--- config.mk ---
export PLATFORM = sky130hd
export DESIGN_NAME = ext_interrupt_vectoring
export DESIGN_NICKNAME = d
export VERILOG_FILES = /design/src/include/ext_irq_pkg.sv /design/src/verilog/ext_interrupt_vectoring.sv /design/src/verilog/pin_sync.sv
export VERILOG_INCLUDE_DIRS = /design/src /design/src/include
export SDC_FILE = /design/constraint.sdc
export NUM_CORES = 1
export LEC_CHECK = 0
export BUFFER_PORTS_ARGS = -buffer_cell sky130_fd_sc_hd__buf_2
export CORE_UTILIZATION = 25
export CTS_CLUSTER_DIAMETER = 200
export DETAILED_ROUTE_END_ITERATION = 8
export SETUP_SLACK_MARGIN = 0.05
export SYNTH_ARGS = -nofsm -noshare
export SYNTH_HDL_FRONTEND = slang
export SYNTH_SLANG_ARGS = --single-unit
export TNS_END_PERCENT = 30
--- constraint.sdc ---
create_clock -name ref_clk -period 2.4 [get_ports ref_clk]
set_input_delay 0.12 -clock ref_clk [delete_from_list [all_inputs] [get_ports ref_clk]]
set_output_delay 0.12 -clock ref_clk [all_outputs]
set_load 0.01 [all_outputs]
--- src/include/ext_irq_params.svh ---
/*
 * Constants for the external interrupt and vectoring block: register
 * offsets on the APB bus, field positions, reset values and vector addresses.
 * Assumes inclusion by bare name from the include folder.
 */
`ifndef EXT_IRQ_PARAMS_SVH
`define EXT_IRQ_PARAMS_SVH

// ==========================================================================
// Register byte offsets
`define OFS_CORE_CONTROL   12'h000
`define OFS_IRQ_ENABLE     12'h004
`define OFS_IRQ_FLAGS      12'h008
`define OFS_PIN_CHANGE_MSK 12'h00c
`define OFS_PERIPH_ENABLE  12'h010
`define OFS_PERIPH_PENDING 12'h014
`define OFS_VECTOR_STATUS  12'h018
`define OFS_WAKE_STATUS    12'h01c
`define OFS_WAKE_MASK      12'h020

// ==========================================================================
// Field positions
`define BIT_SENSE_LO       0
`define BIT_SENSE_HI       1
`define BIT_EXT_ENABLE     6
`define BIT_PC_ENABLE      5
`define BIT_EXT_FLAG       6
`define BIT_PC_FLAG        5
`define BIT_WAKE_PC        0
`define BIT_WAKE_LEVEL     1

// ==========================================================================
// Reset values
`define RST_CORE_CONTROL   2'h0
`define RST_PC_MASK        6'h3f

// ==========================================================================
// Vector addresses
`define VEC_RESET          4'h0
`define VEC_EXT_IRQ        4'h1
`define VEC_PIN_CHANGE     4'h2
`define VEC_T1_MATCH_A     4'h3
`define VEC_T1_WRAP        4'h4
`define VEC_T0_WRAP        4'h5
`define VEC_NVM_READY      4'h6
`define VEC_COMPARATOR     4'h7
`define VEC_CONVERSION     4'h8
`define VEC_T1_MATCH_B     4'h9
`define VEC_T0_MATCH_A     4'ha
`define VEC_T0_MATCH_B     4'hb
`define VEC_WATCHDOG       4'hc
`define VEC_SERIAL_START   4'hd
`define VEC_SERIAL_WRAP    4'he

`endif

--- src/include/ext_irq_pkg.sv ---
/*
 * Types shared by the interrupt vectoring block.
 * Assumes nothing of its surroundings.
 */
package ext_irq_pkg;
	typedef enum logic [1:0] {
		SENSE_LOW,
		SENSE_CHANGE,
		SENSE_FALL,
		SENSE_RISE
	} sense_mode_t;

	typedef enum logic {
		VEC_IDLE,
		VEC_ISSUED
	} vec_state_t;
endpackage

--- src/verilog/ext_interrupt_vectoring.sv ---
/*
 * External pin and pin-change interrupt detection with fixed-priority
 * vectoring of all interrupt sources to the core, registers on APB.
 * Assumes pins are asynchronous; the core pulses vec_ack when it jumps.
 */
`timescale 1ns/1ps
`include "ext_irq_params.svh"

// Function
// - Reset sends execution to address 0x0000.
// - External request at 0x0001, pin change at 0x0002.
// - Timer 1 match A 0x0003, wrap 0x0004, match B 0x0009.
// - Timer 0 wrap 0x0005, match A 0x000A, match B 0x000B.
// - NVM 0x0006, comparator 0x0007, conversion 0x0008, watchdog/serial 0x000C-0x000E.
// - Never-enabled sources never produce a vector fetch.
// - Pins driven as outputs still raise enabled interrupts.
// - Any unmasked pin-change input toggle raises the pin-change request.
// - Pin changes are detected without a clock for wake-up.
// - External pin triggers on any change, fall, rise or held low level.
// - Edges on the external pin are seen only while the clock runs.
// - Low level on the external pin is detected without a clock.
// - Level wake needs level held through start-up, else no interrupt.
// - Sense code 00 low, 01 change, 10 fall, 11 rise.
// - Pin sampled before edge detect; pulses over one clock caught.
// - Edge flag set on trigger, cleared by vector or write-one, zero in level mode.
// - Pin-change flag cleared by vector or write-one; needs enable and global enable.
module ext_interrupt_vectoring
	import ext_irq_pkg::*;
#(
	parameter int PC_WIDTH = 6
) (
	input  wire logic                ref_clk,
	input  wire logic                reset_n,
	input  wire logic                psel,
	input  wire logic                penable,
	input  wire logic                pwrite,
	input  wire logic [11:0]         paddr,
	input  wire logic [31:0]         pwdata,
	output logic      [31:0]         prdata,
	output logic                     pready,
	output logic                     pslverr,
	input  wire logic                ext_irq_pin,
	input  wire logic [PC_WIDTH-1:0] pin_change_inputs,
	input  wire logic [11:0]         periph_req,
	input  wire logic                global_irq_en,
	input  wire logic                vec_ack,
	output logic                     vec_valid,
	output logic      [3:0]          vec_addr,
	output logic                     wake_async,
	output logic                     irq
);
	// ======================================================================
	// State
	typedef struct packed {
		logic [1:0]          sense;
		logic                ext_en;
		logic                pc_en;
		logic                ext_flag;
		logic                pc_flag;
		logic [PC_WIDTH-1:0] pc_mask;
		logic [PC_WIDTH-1:0] pc_prev;
		logic                ext_prev;
		logic [11:0]         periph_en;
		vec_state_t          vstate;
		logic [3:0]          vaddr;
		logic [1:0]          wake_sts;
		logic [1:0]          wake_msk;
		logic [31:0]         rdata;
		logic [1:0]          warm;
	} state_t;

	state_t      s_r;
	state_t      s_nxt;
	logic        ext_sync;
	logic [PC_WIDTH-1:0] pc_sync;
	sense_mode_t mode;
	logic        ext_edge;
	logic        pc_change;
	logic        level_req;
	logic [13:0] pend;
	logic        wr_ok;
	logic        rd_ok;
	logic        addr_ok;
	logic [3:0]  best;
	logic        any_pend;
	logic        live;

	// ======================================================================
	// Synchronisers
	pin_sync u_ext_sync (
		.clk     (ref_clk),
		.reset_n (reset_n),
		.d       (ext_irq_pin),  // pin read even in output mode
		.q       (ext_sync)
	);

	genvar g;
	generate
		for (g = 0; g < PC_WIDTH; g++) begin : g_pc
			pin_sync u_pc_sync (
				.clk     (ref_clk),
				.reset_n (reset_n),
				.d       (pin_change_inputs[g]),
				.q       (pc_sync[g])
			);
		end
	endgenerate

	// ======================================================================
	// Detection
	assign mode = sense_mode_t'(s_r.sense);

	// Flops reset low while pins may idle high: detect only once synced values settle
	assign live = &s_r.warm;

	always_comb begin
		unique case (mode)
			SENSE_CHANGE: ext_edge = ext_sync ^ s_r.ext_prev;
			SENSE_FALL:   ext_edge = s_r.ext_prev & ~ext_sync;
			SENSE_RISE:   ext_edge = ~s_r.ext_prev & ext_sync;
			SENSE_LOW:    ext_edge = 1'b0;
		endcase
	end

	// Level request lasts as long as the pin is low; drops if released early
	assign level_req = live & (mode == SENSE_LOW) & ~ext_sync;
	assign pc_change = live & |((pc_sync ^ s_r.pc_prev) & s_r.pc_mask);

	// Raw pin terms so a stopped clock still wakes the part
	assign wake_async = live
		& ((s_r.pc_en & |((pin_change_inputs ^ s_r.pc_prev) & s_r.pc_mask))
		| (s_r.ext_en & (mode == SENSE_LOW) & ~ext_irq_pin));

	// ======================================================================
	// Vector selection: only enabled sources pend
	assign pend = {periph_req & s_r.periph_en,
		s_r.pc_flag & s_r.pc_en,
		(s_r.ext_flag | level_req) & s_r.ext_en};

	always_comb begin
		best = 4'h0;
		for (int i = 13; i >= 0; i--) begin
			if (pend[i]) begin
				best = 4'(i + 1);
			end
		end
	end
	assign any_pend = global_irq_en & (|pend);

	// ======================================================================
	// APB
	assign addr_ok = paddr == `OFS_CORE_CONTROL || paddr == `OFS_IRQ_ENABLE
		|| paddr == `OFS_IRQ_FLAGS || paddr == `OFS_PIN_CHANGE_MSK
		|| paddr == `OFS_PERIPH_ENABLE || paddr == `OFS_PERIPH_PENDING
		|| paddr == `OFS_VECTOR_STATUS || paddr == `OFS_WAKE_STATUS
		|| paddr == `OFS_WAKE_MASK;
	assign wr_ok = psel & penable & pwrite & addr_ok;
	assign rd_ok = psel & ~penable & ~pwrite;

	// ======================================================================
	// Next state
	always_comb begin
		s_nxt = s_r;
		s_nxt.ext_prev = ext_sync;
		s_nxt.pc_prev  = pc_sync;
		s_nxt.warm     = live ? s_r.warm : s_r.warm + 2'h1;

		// Clears first, so a same-cycle event below still sets the flag
		if (wr_ok && paddr == `OFS_IRQ_FLAGS) begin
			if (pwdata[`BIT_EXT_FLAG]) s_nxt.ext_flag = 1'b0;
			if (pwdata[`BIT_PC_FLAG])  s_nxt.pc_flag  = 1'b0;
		end
		if (wr_ok && paddr == `OFS_WAKE_STATUS) begin
			s_nxt.wake_sts = s_r.wake_sts & ~pwdata[1:0];
		end
		if (wr_ok && paddr == `OFS_CORE_CONTROL) s_nxt.sense = pwdata[1:0];
		if (wr_ok && paddr == `OFS_IRQ_ENABLE) begin
			s_nxt.ext_en = pwdata[`BIT_EXT_ENABLE];
			s_nxt.pc_en  = pwdata[`BIT_PC_ENABLE];
		end
		if (wr_ok && paddr == `OFS_PIN_CHANGE_MSK) s_nxt.pc_mask = pwdata[PC_WIDTH-1:0];
		if (wr_ok && paddr == `OFS_PERIPH_ENABLE) s_nxt.periph_en = pwdata[11:0];
		if (wr_ok && paddr == `OFS_WAKE_MASK) s_nxt.wake_msk = pwdata[1:0];

		// Core took the vector: hardware clears the matching flag
		if (s_r.vstate == VEC_ISSUED && vec_ack) begin
			if (s_r.vaddr == `VEC_EXT_IRQ)    s_nxt.ext_flag = 1'b0;
			if (s_r.vaddr == `VEC_PIN_CHANGE) s_nxt.pc_flag  = 1'b0;
		end

		if (ext_edge && live) s_nxt.ext_flag = 1'b1;
		if (pc_change) s_nxt.pc_flag = 1'b1;
		if (s_nxt.sense == SENSE_LOW) s_nxt.ext_flag = 1'b0;
		if (pc_change) s_nxt.wake_sts[`BIT_WAKE_PC] = 1'b1;
		if (level_req) s_nxt.wake_sts[`BIT_WAKE_LEVEL] = 1'b1;

		// Vector handshake; address held until acknowledged
		unique case (s_r.vstate)
			VEC_IDLE: begin
				if (any_pend) begin
					s_nxt.vstate = VEC_ISSUED;
					s_nxt.vaddr  = best;
				end
			end
			VEC_ISSUED: begin
				if (vec_ack) begin
					s_nxt.vstate = VEC_IDLE;
					s_nxt.vaddr  = `VEC_RESET;
				end
			end
		endcase

		s_nxt.rdata = 32'h0;
		if (rd_ok) begin
			unique case (paddr)
				`OFS_CORE_CONTROL:   s_nxt.rdata = {30'h0, s_r.sense};
				`OFS_IRQ_ENABLE:     s_nxt.rdata = {25'h0, s_r.ext_en, s_r.pc_en, 5'h0};
				`OFS_IRQ_FLAGS:      s_nxt.rdata = {25'h0, s_r.ext_flag, s_r.pc_flag, 5'h0};
				`OFS_PIN_CHANGE_MSK: s_nxt.rdata = 32'(s_r.pc_mask);
				`OFS_PERIPH_ENABLE:  s_nxt.rdata = {20'h0, s_r.periph_en};
				`OFS_PERIPH_PENDING: s_nxt.rdata = {18'h0, pend};
				`OFS_VECTOR_STATUS:  s_nxt.rdata = {27'h0, s_r.vstate == VEC_ISSUED, s_r.vaddr};
				`OFS_WAKE_STATUS:    s_nxt.rdata = {30'h0, s_r.wake_sts};
				`OFS_WAKE_MASK:      s_nxt.rdata = {30'h0, s_r.wake_msk};
				default:             s_nxt.rdata = 32'h0;
			endcase
		end
	end

	// ======================================================================
	// Registers
	always_ff @(posedge ref_clk) begin
		if (!reset_n) begin
			s_r         <= '0;
			s_r.sense   <= `RST_CORE_CONTROL;
			s_r.pc_mask <= PC_WIDTH'(`RST_PC_MASK);
			s_r.vaddr   <= `VEC_RESET;
			s_r.vstate  <= VEC_IDLE;
		end else begin
			s_r <= s_nxt;
		end
	end

	// ======================================================================
	// Outputs
	assign prdata    = s_r.rdata;
	assign pready    = 1'b1;
	assign pslverr   = psel & penable & ~addr_ok;
	assign vec_valid = s_r.vstate == VEC_ISSUED;
	assign vec_addr  = s_r.vaddr;
	assign irq       = |(s_r.wake_sts & s_r.wake_msk);
endmodule // ext_interrupt_vectoring

--- src/verilog/pin_sync.sv ---
/*
 * Two-stage synchroniser for one level.
 * Assumes d is asynchronous to clk.
 */
`timescale 1ns/1ps

module pin_sync (
	input  wire logic clk,
	input  wire logic reset_n,
	input  wire logic d,
	output logic      q
);
	typedef struct packed {
		logic meta;
		logic sync;
	} sync_state_t;

	sync_state_t s_r;
	sync_state_t s_nxt;

	always_comb begin
		s_nxt.meta = d;
		s_nxt.sync = s_r.meta;
	end

	always_ff @(posedge clk) begin
		if (!reset_n) begin
			s_r <= '0;
		end else begin
			s_r <= s_nxt;
		end
	end

	assign q = s_r.sync;
endmodule // pin_sync

# Yosys cells after proc, flatten, opt, wreduce, memory -nomap -nowiden
# Cells that the tools add are included.
# word_totals
reg_bits	88
output_inout_bits	41
input_bits	70
# op_classes
add_sub_neg	1
eq_ne	15
n_reduce_logical	30
n_mux	31
bitwise	37
# ops
operator	count
14-bit one-hot mux with 9 select lines	1
4-bit two-way mux	14
12-bit by 5-bit equality test with 1-bit output, second input constant	4
12-bit by 4-bit equality test with 1-bit output, second input constant	2
1-bit AND	18
14-bit OR reduction	1
12-bit AND	1
6-bit AND	2
12-bit by 3-bit equality test with 1-bit output, second input constant	1
12-bit by 6-bit equality test with 1-bit output, second input constant	1
12-bit logical NOT	1
6-bit OR reduction	2
6-bit bitwise XOR	2
5-bit two-way mux	2
5-bit one-hot mux with 2 select lines	1
1-bit logical AND	9
1-bit logical OR	8
1-bit two-way mux	8
2-bit two-way mux	4
1-bit inverter	8
2-bit AND reduction	3
2-bit AND	2
2-bit equality test, second input constant	2
4-bit by 1-bit equality test with 1-bit output, second input constant	1
11 further kinds	16

# Logic depth before layout (Yosys ltp)
# logic_depth
ltp_word	17
mapped_depth	7
depth_no_buf	6

# Modules after synthesis
# Synthesis repeated with hierarchy kept, for this count alone.
# hier_totals
hier_cells	376
hier_area_um2	3465.8
# modules_own_cells
module	instances	seq_area_each_um2	cells_per_inst	area_each_um2
ext_interrupt_vectoring	1	1121.1	348	3098.0
pin_sync	7	40.0	4	52.6

# Worst setup path after synthesis
# No wires, ideal clock.
# synth_timing
path_type	reg2reg
startpoint	reg s_r[0] (netlist bit)
endpoint	reg s_r (netlist bit vec_addr[0])
path_stages_with_launch	7
arrival_time_ns	1.576
path_slack_ns	0.707
n_path_buf	0
required_ns	2.283
path_cell_list	dfxtp_1 ha_1 nor4b_1 o21a_1 o31a_1 nor2_1 a32o_1
# synth_between
elab_chain_cells	9
# synth_lines
item	line_no	rtl
start: declaration	ext_interrupt_vectoring.sv:72	state_t s_r;
start signal: assignment	ext_interrupt_vectoring.sv:240	s_r <= s_nxt;
2-bit AND reduction *	ext_interrupt_vectoring.sv:114	assign live = &s_r.warm;
net live	ext_interrupt_vectoring.sv:86	logic live;
1-bit AND * (2 in series)	ext_interrupt_vectoring.sv:126	assign level_req = live & (mode == SENSE_LOW) & ~ext_sync;
1-bit bitwise OR *	ext_interrupt_vectoring.sv:138	(s_r.ext_flag | level_req) & s_r.ext_en};
1-bit AND *	ext_interrupt_vectoring.sv:138	
14-bit OR reduction	ext_interrupt_vectoring.sv:148	assign any_pend = global_irq_en & (|pend);
1-bit AND	ext_interrupt_vectoring.sv:148	
2-bit inequality test (no line)	n/a	
2-bit AND reduction (no line)	n/a	
# Mark *: on every way through the listed nets, which the timed path passes. The rest lies on a longest branch. The select of a mux whose other input is x is not followed.
# A chain may end at the register's enable or synchronous reset.

# Worst setup path in the final report
# Same ends and word-level chain as after synthesis.

==> flow_summary.json <==
{
  "yosysTopAreaCell": "dfxtp_1",
  "min_period_over_period_pct": 91.4,
  "place_hpwl_mm": 7.04,
  "maxCapViolations": 0,
  "vdd_drop_max_uv": 345,
  "status": "complete, no violations",
  "num_vias": 3011,
  "path_buf_inv": 0,
  "setup_violations": 0,
  "drv_slew": 0,
  "cts_hold_buf": 0,
  "root_buffer": "clkbuf_16",
  "crit_path_max_fanout": 6,
  "hold-path-cell-count": 2,
  "synth_area_mm2": 0.00355,
  "yosys-top-cells-count": "dfxtp_1, buf_4, nand2_1, and2_1, nor2b_1",
  "wl_per_cell_um": 14.9,
  "synth_top_area_share_pct": 39.5,
  "cp_num_cells": 6,
  "tritoncts": "done",
  "fp.coreArea_mm2": 0.0139,
  "io_buffer_count": 71,
  "syn2layout_area_growth_pct": 20.4,
  "ant_nets": 0,
  "post_cts_resized": 0,
  "ioPinCount": 111,
  "htree_levels": 3,
  "r2r.worst_path.cells": 6,
  "cts_made_buffers": 9,
  "worst_clock_skew_ps": 6.18,
  "drt-pass1-iter-count": 7,
  "post_cts.repair.setup_buffers": 0,
  "rsz0062_at_grt": "false",
  "setup_ws_ps": 206,
  "path_cells": "ha_1, nor4b_1, o21a_1, o31a_1, nor2_1, a32o_1",
  "synth_most_common_cell": "dfxtp_1",
  "die_h_um": 121,
  "grt_pass1_wl_mm": 14.6,
  "cp-start-kind": "flop",
  "grt_max_degree": 31,
  "cp_slowest_cell": "nor4b_1",
  "critPathMaxStageDelay_ps": 580,
  "path_clk_slew_ps": 60,
  "clkLatencyLatePin_ps": 340,
  "avgSynthCellArea_um2": 9.24,
  "post_drt_via_cell_ratio": 4.82,
  "hold_viol_final": 0,
  "start_util_pct": 25.6,
  "async_flop_share_pct": 0,
  "drcViolationCount": 0,
  "synth_edf_count": 0,
  "finalWirelength_mm": 9.33,
  "dieArea_mm2": 0.0147,
  "first_iter_violations": 155,
  "worstMarginPinSlew_ps": 659,
  "utilization_pct": 30.8,
  "ys_seq_area_share_pct": 39.5,
  "cellPowerDensity_mw_per_mm2": 705,
  "slew-limit-headroom_pct": 55.4,
  "clockBufferDepth": 2,
  "grt_pass1_vias": 2885,
  "synth_seq_cells": 70,
  "nets": 513,
  "cp_top_family": "compound AO/OA/AOI/OAI gates",
  "p_leak_uw": 0.00177,
  "ys_types": 50,
  "antenna_cells": 0,
  "cp_data_arrival_time_ps": 2420,
  "place_congestion": 0.852,
  "fin_setup_tns_ps": 0,
  "yosys_most_used_dff": "dfxtp_1",
  "rows": 43,
  "max_freq_mhz": 456,
  "dp_slack_ps": 322,
  "synth.area.top_cells": "dfxtp_1, buf_4, mux2i_1, and2_1, nor2b_1",
  "fp.dieW_um": 121,
  "drive_above_1_share_pct": 24.0,
  "grt_overflow_total": 0,
  "period_needed_ps": 2190,
  "antenna_found_initial": 0,
  "hold_path.class": "in -> reg",
  "grt_usage_pct": 13.2,
  "cp.required_ps": 2630,
  "critPathKind": "reg -> reg",
  "clock_sinks": 70,
  "end_kind": "flop",
  "yosys_warnings": 0,
  "netlist_instances": 384
}
[layout by cell type, fill, tap and decap left out, types with 3 or more instances in the layout]
master / instances
o21ai_0: 5
buf_2: 71
nand4_1: 7
a22oi_1: 16
clkbuf_16: 9
a32oi_1: 9
bufinv_16: 4
a22o_1: 5
o21a_1: 3
dfxtp_1: 70
nor3_1: 4
nand3_1: 22
conb_1: 19
nor2b_1: 23
buf_4: 7
and3_1: 8
a31oi_1: 5
a32o_1: 3
nor2_1: 14
mux2i_1: 19
xor2_1: 12
a21oi_1: 10
and2_1: 23
mux2_2: 5
a21boi_0: 3
ha_1: 3
inv_1: 3
nand2_1: 29
[flip-flops by register name, indices dropped and copies added (netlist names)]
| signal | flops |
|---|---|
| u_ext_sync.q | 1 |
| s_r | 35 |
| u_ext_sync.s_nxt | 1 |
| mode | 2 |
| prdata | 14 |
| g_pc.u_pc_sync.q | 6 |
| g_pc.u_pc_sync.s_nxt | 6 |
| vec_valid | 1 |
| vec_addr | 4 |
[final timing paths]
| check | startpoint | to | slack [ps] |
|---|---|---|---|
| worst min-delay path | pin_change_inputs[0] | g_pc[0].u_pc_sync.s_nxt[0]$_SDFF_PN0_ | 20 |
| worst min register to register | g_pc[3].u_pc_sync.s_nxt[0]$_SDFF_PN0_ | g_pc[3].u_pc_sync.q$_SDFF_PN0_ | 430 |
| worst max register to register | s_r[0]$_SDFFE_PN0N_ | vec_addr[0]$_SDFFE_PN0P_ | 210 |
| worst max-delay path | s_r[0]$_SDFFE_PN0N_ | vec_addr[0]$_SDFFE_PN0P_ | 210 |
[cells by family (layout without fill, tap and decap cells)]
group | count (synthesis) | after routing | synth area share (%)
compound gates | 70 | 70 | 14.6
xor+xnor | 13 | 13 | 3.21
buf+inv | 53 | 97 | 9.84
mux | 24 | 24 | 6.95
other cells | 2 | 19 | 0.212
fa+ha+maj | 3 | 3 | 1.06
simple gates | 149 | 149 | 24.6
flops | 70 | 70 | 39.5
[layout make-up]
type / instances / area, µm²
clock buffer: 10 / 229
clock inverter: 6 / 134
fill: 1444 / 9610
inverter: 3 / 11.3
multi-input combinational: 278 / 1860
sequential: 70 / 1400
tap: 180 / 225
timing repair buffer: 78 / 408
[per-layer routing]
metal  part of all wire [%]  wire (µm)  track usage, %
met5                      0          0               0
met1                     42       3900            15.2
met4                    3.2        297            6.94
met2                     47       4340            21.8
met3                    8.5        797            4.37
[through the flow]
step	power (µW)	area, µm²	hold slack, ps	instances
final	3010	4270	20.6	625
after global routing	3120	4270	13.4	625
after CTS	3050	4270	13.4	625
after detailed placement	1420	3910	373	609
after global placement	1420	3910	367	609
after floorplan	1360	3610	242	401
[power by group]
| group | leakage (µW) | internal (µW) | total, µW | switching (µW) |
|---|---|---|---|---|
| clock network | 0.000177 | 1120 | 1610 | 492 |
| logic | 0.00102 | 84.6 | 194 | 109 |
| registers | 0.000568 | 1190 | 1210 | 15.8 |
| total | 0.00177 | 2390 | 3010 | 617 |
Power figures use the tool's default switching activity.
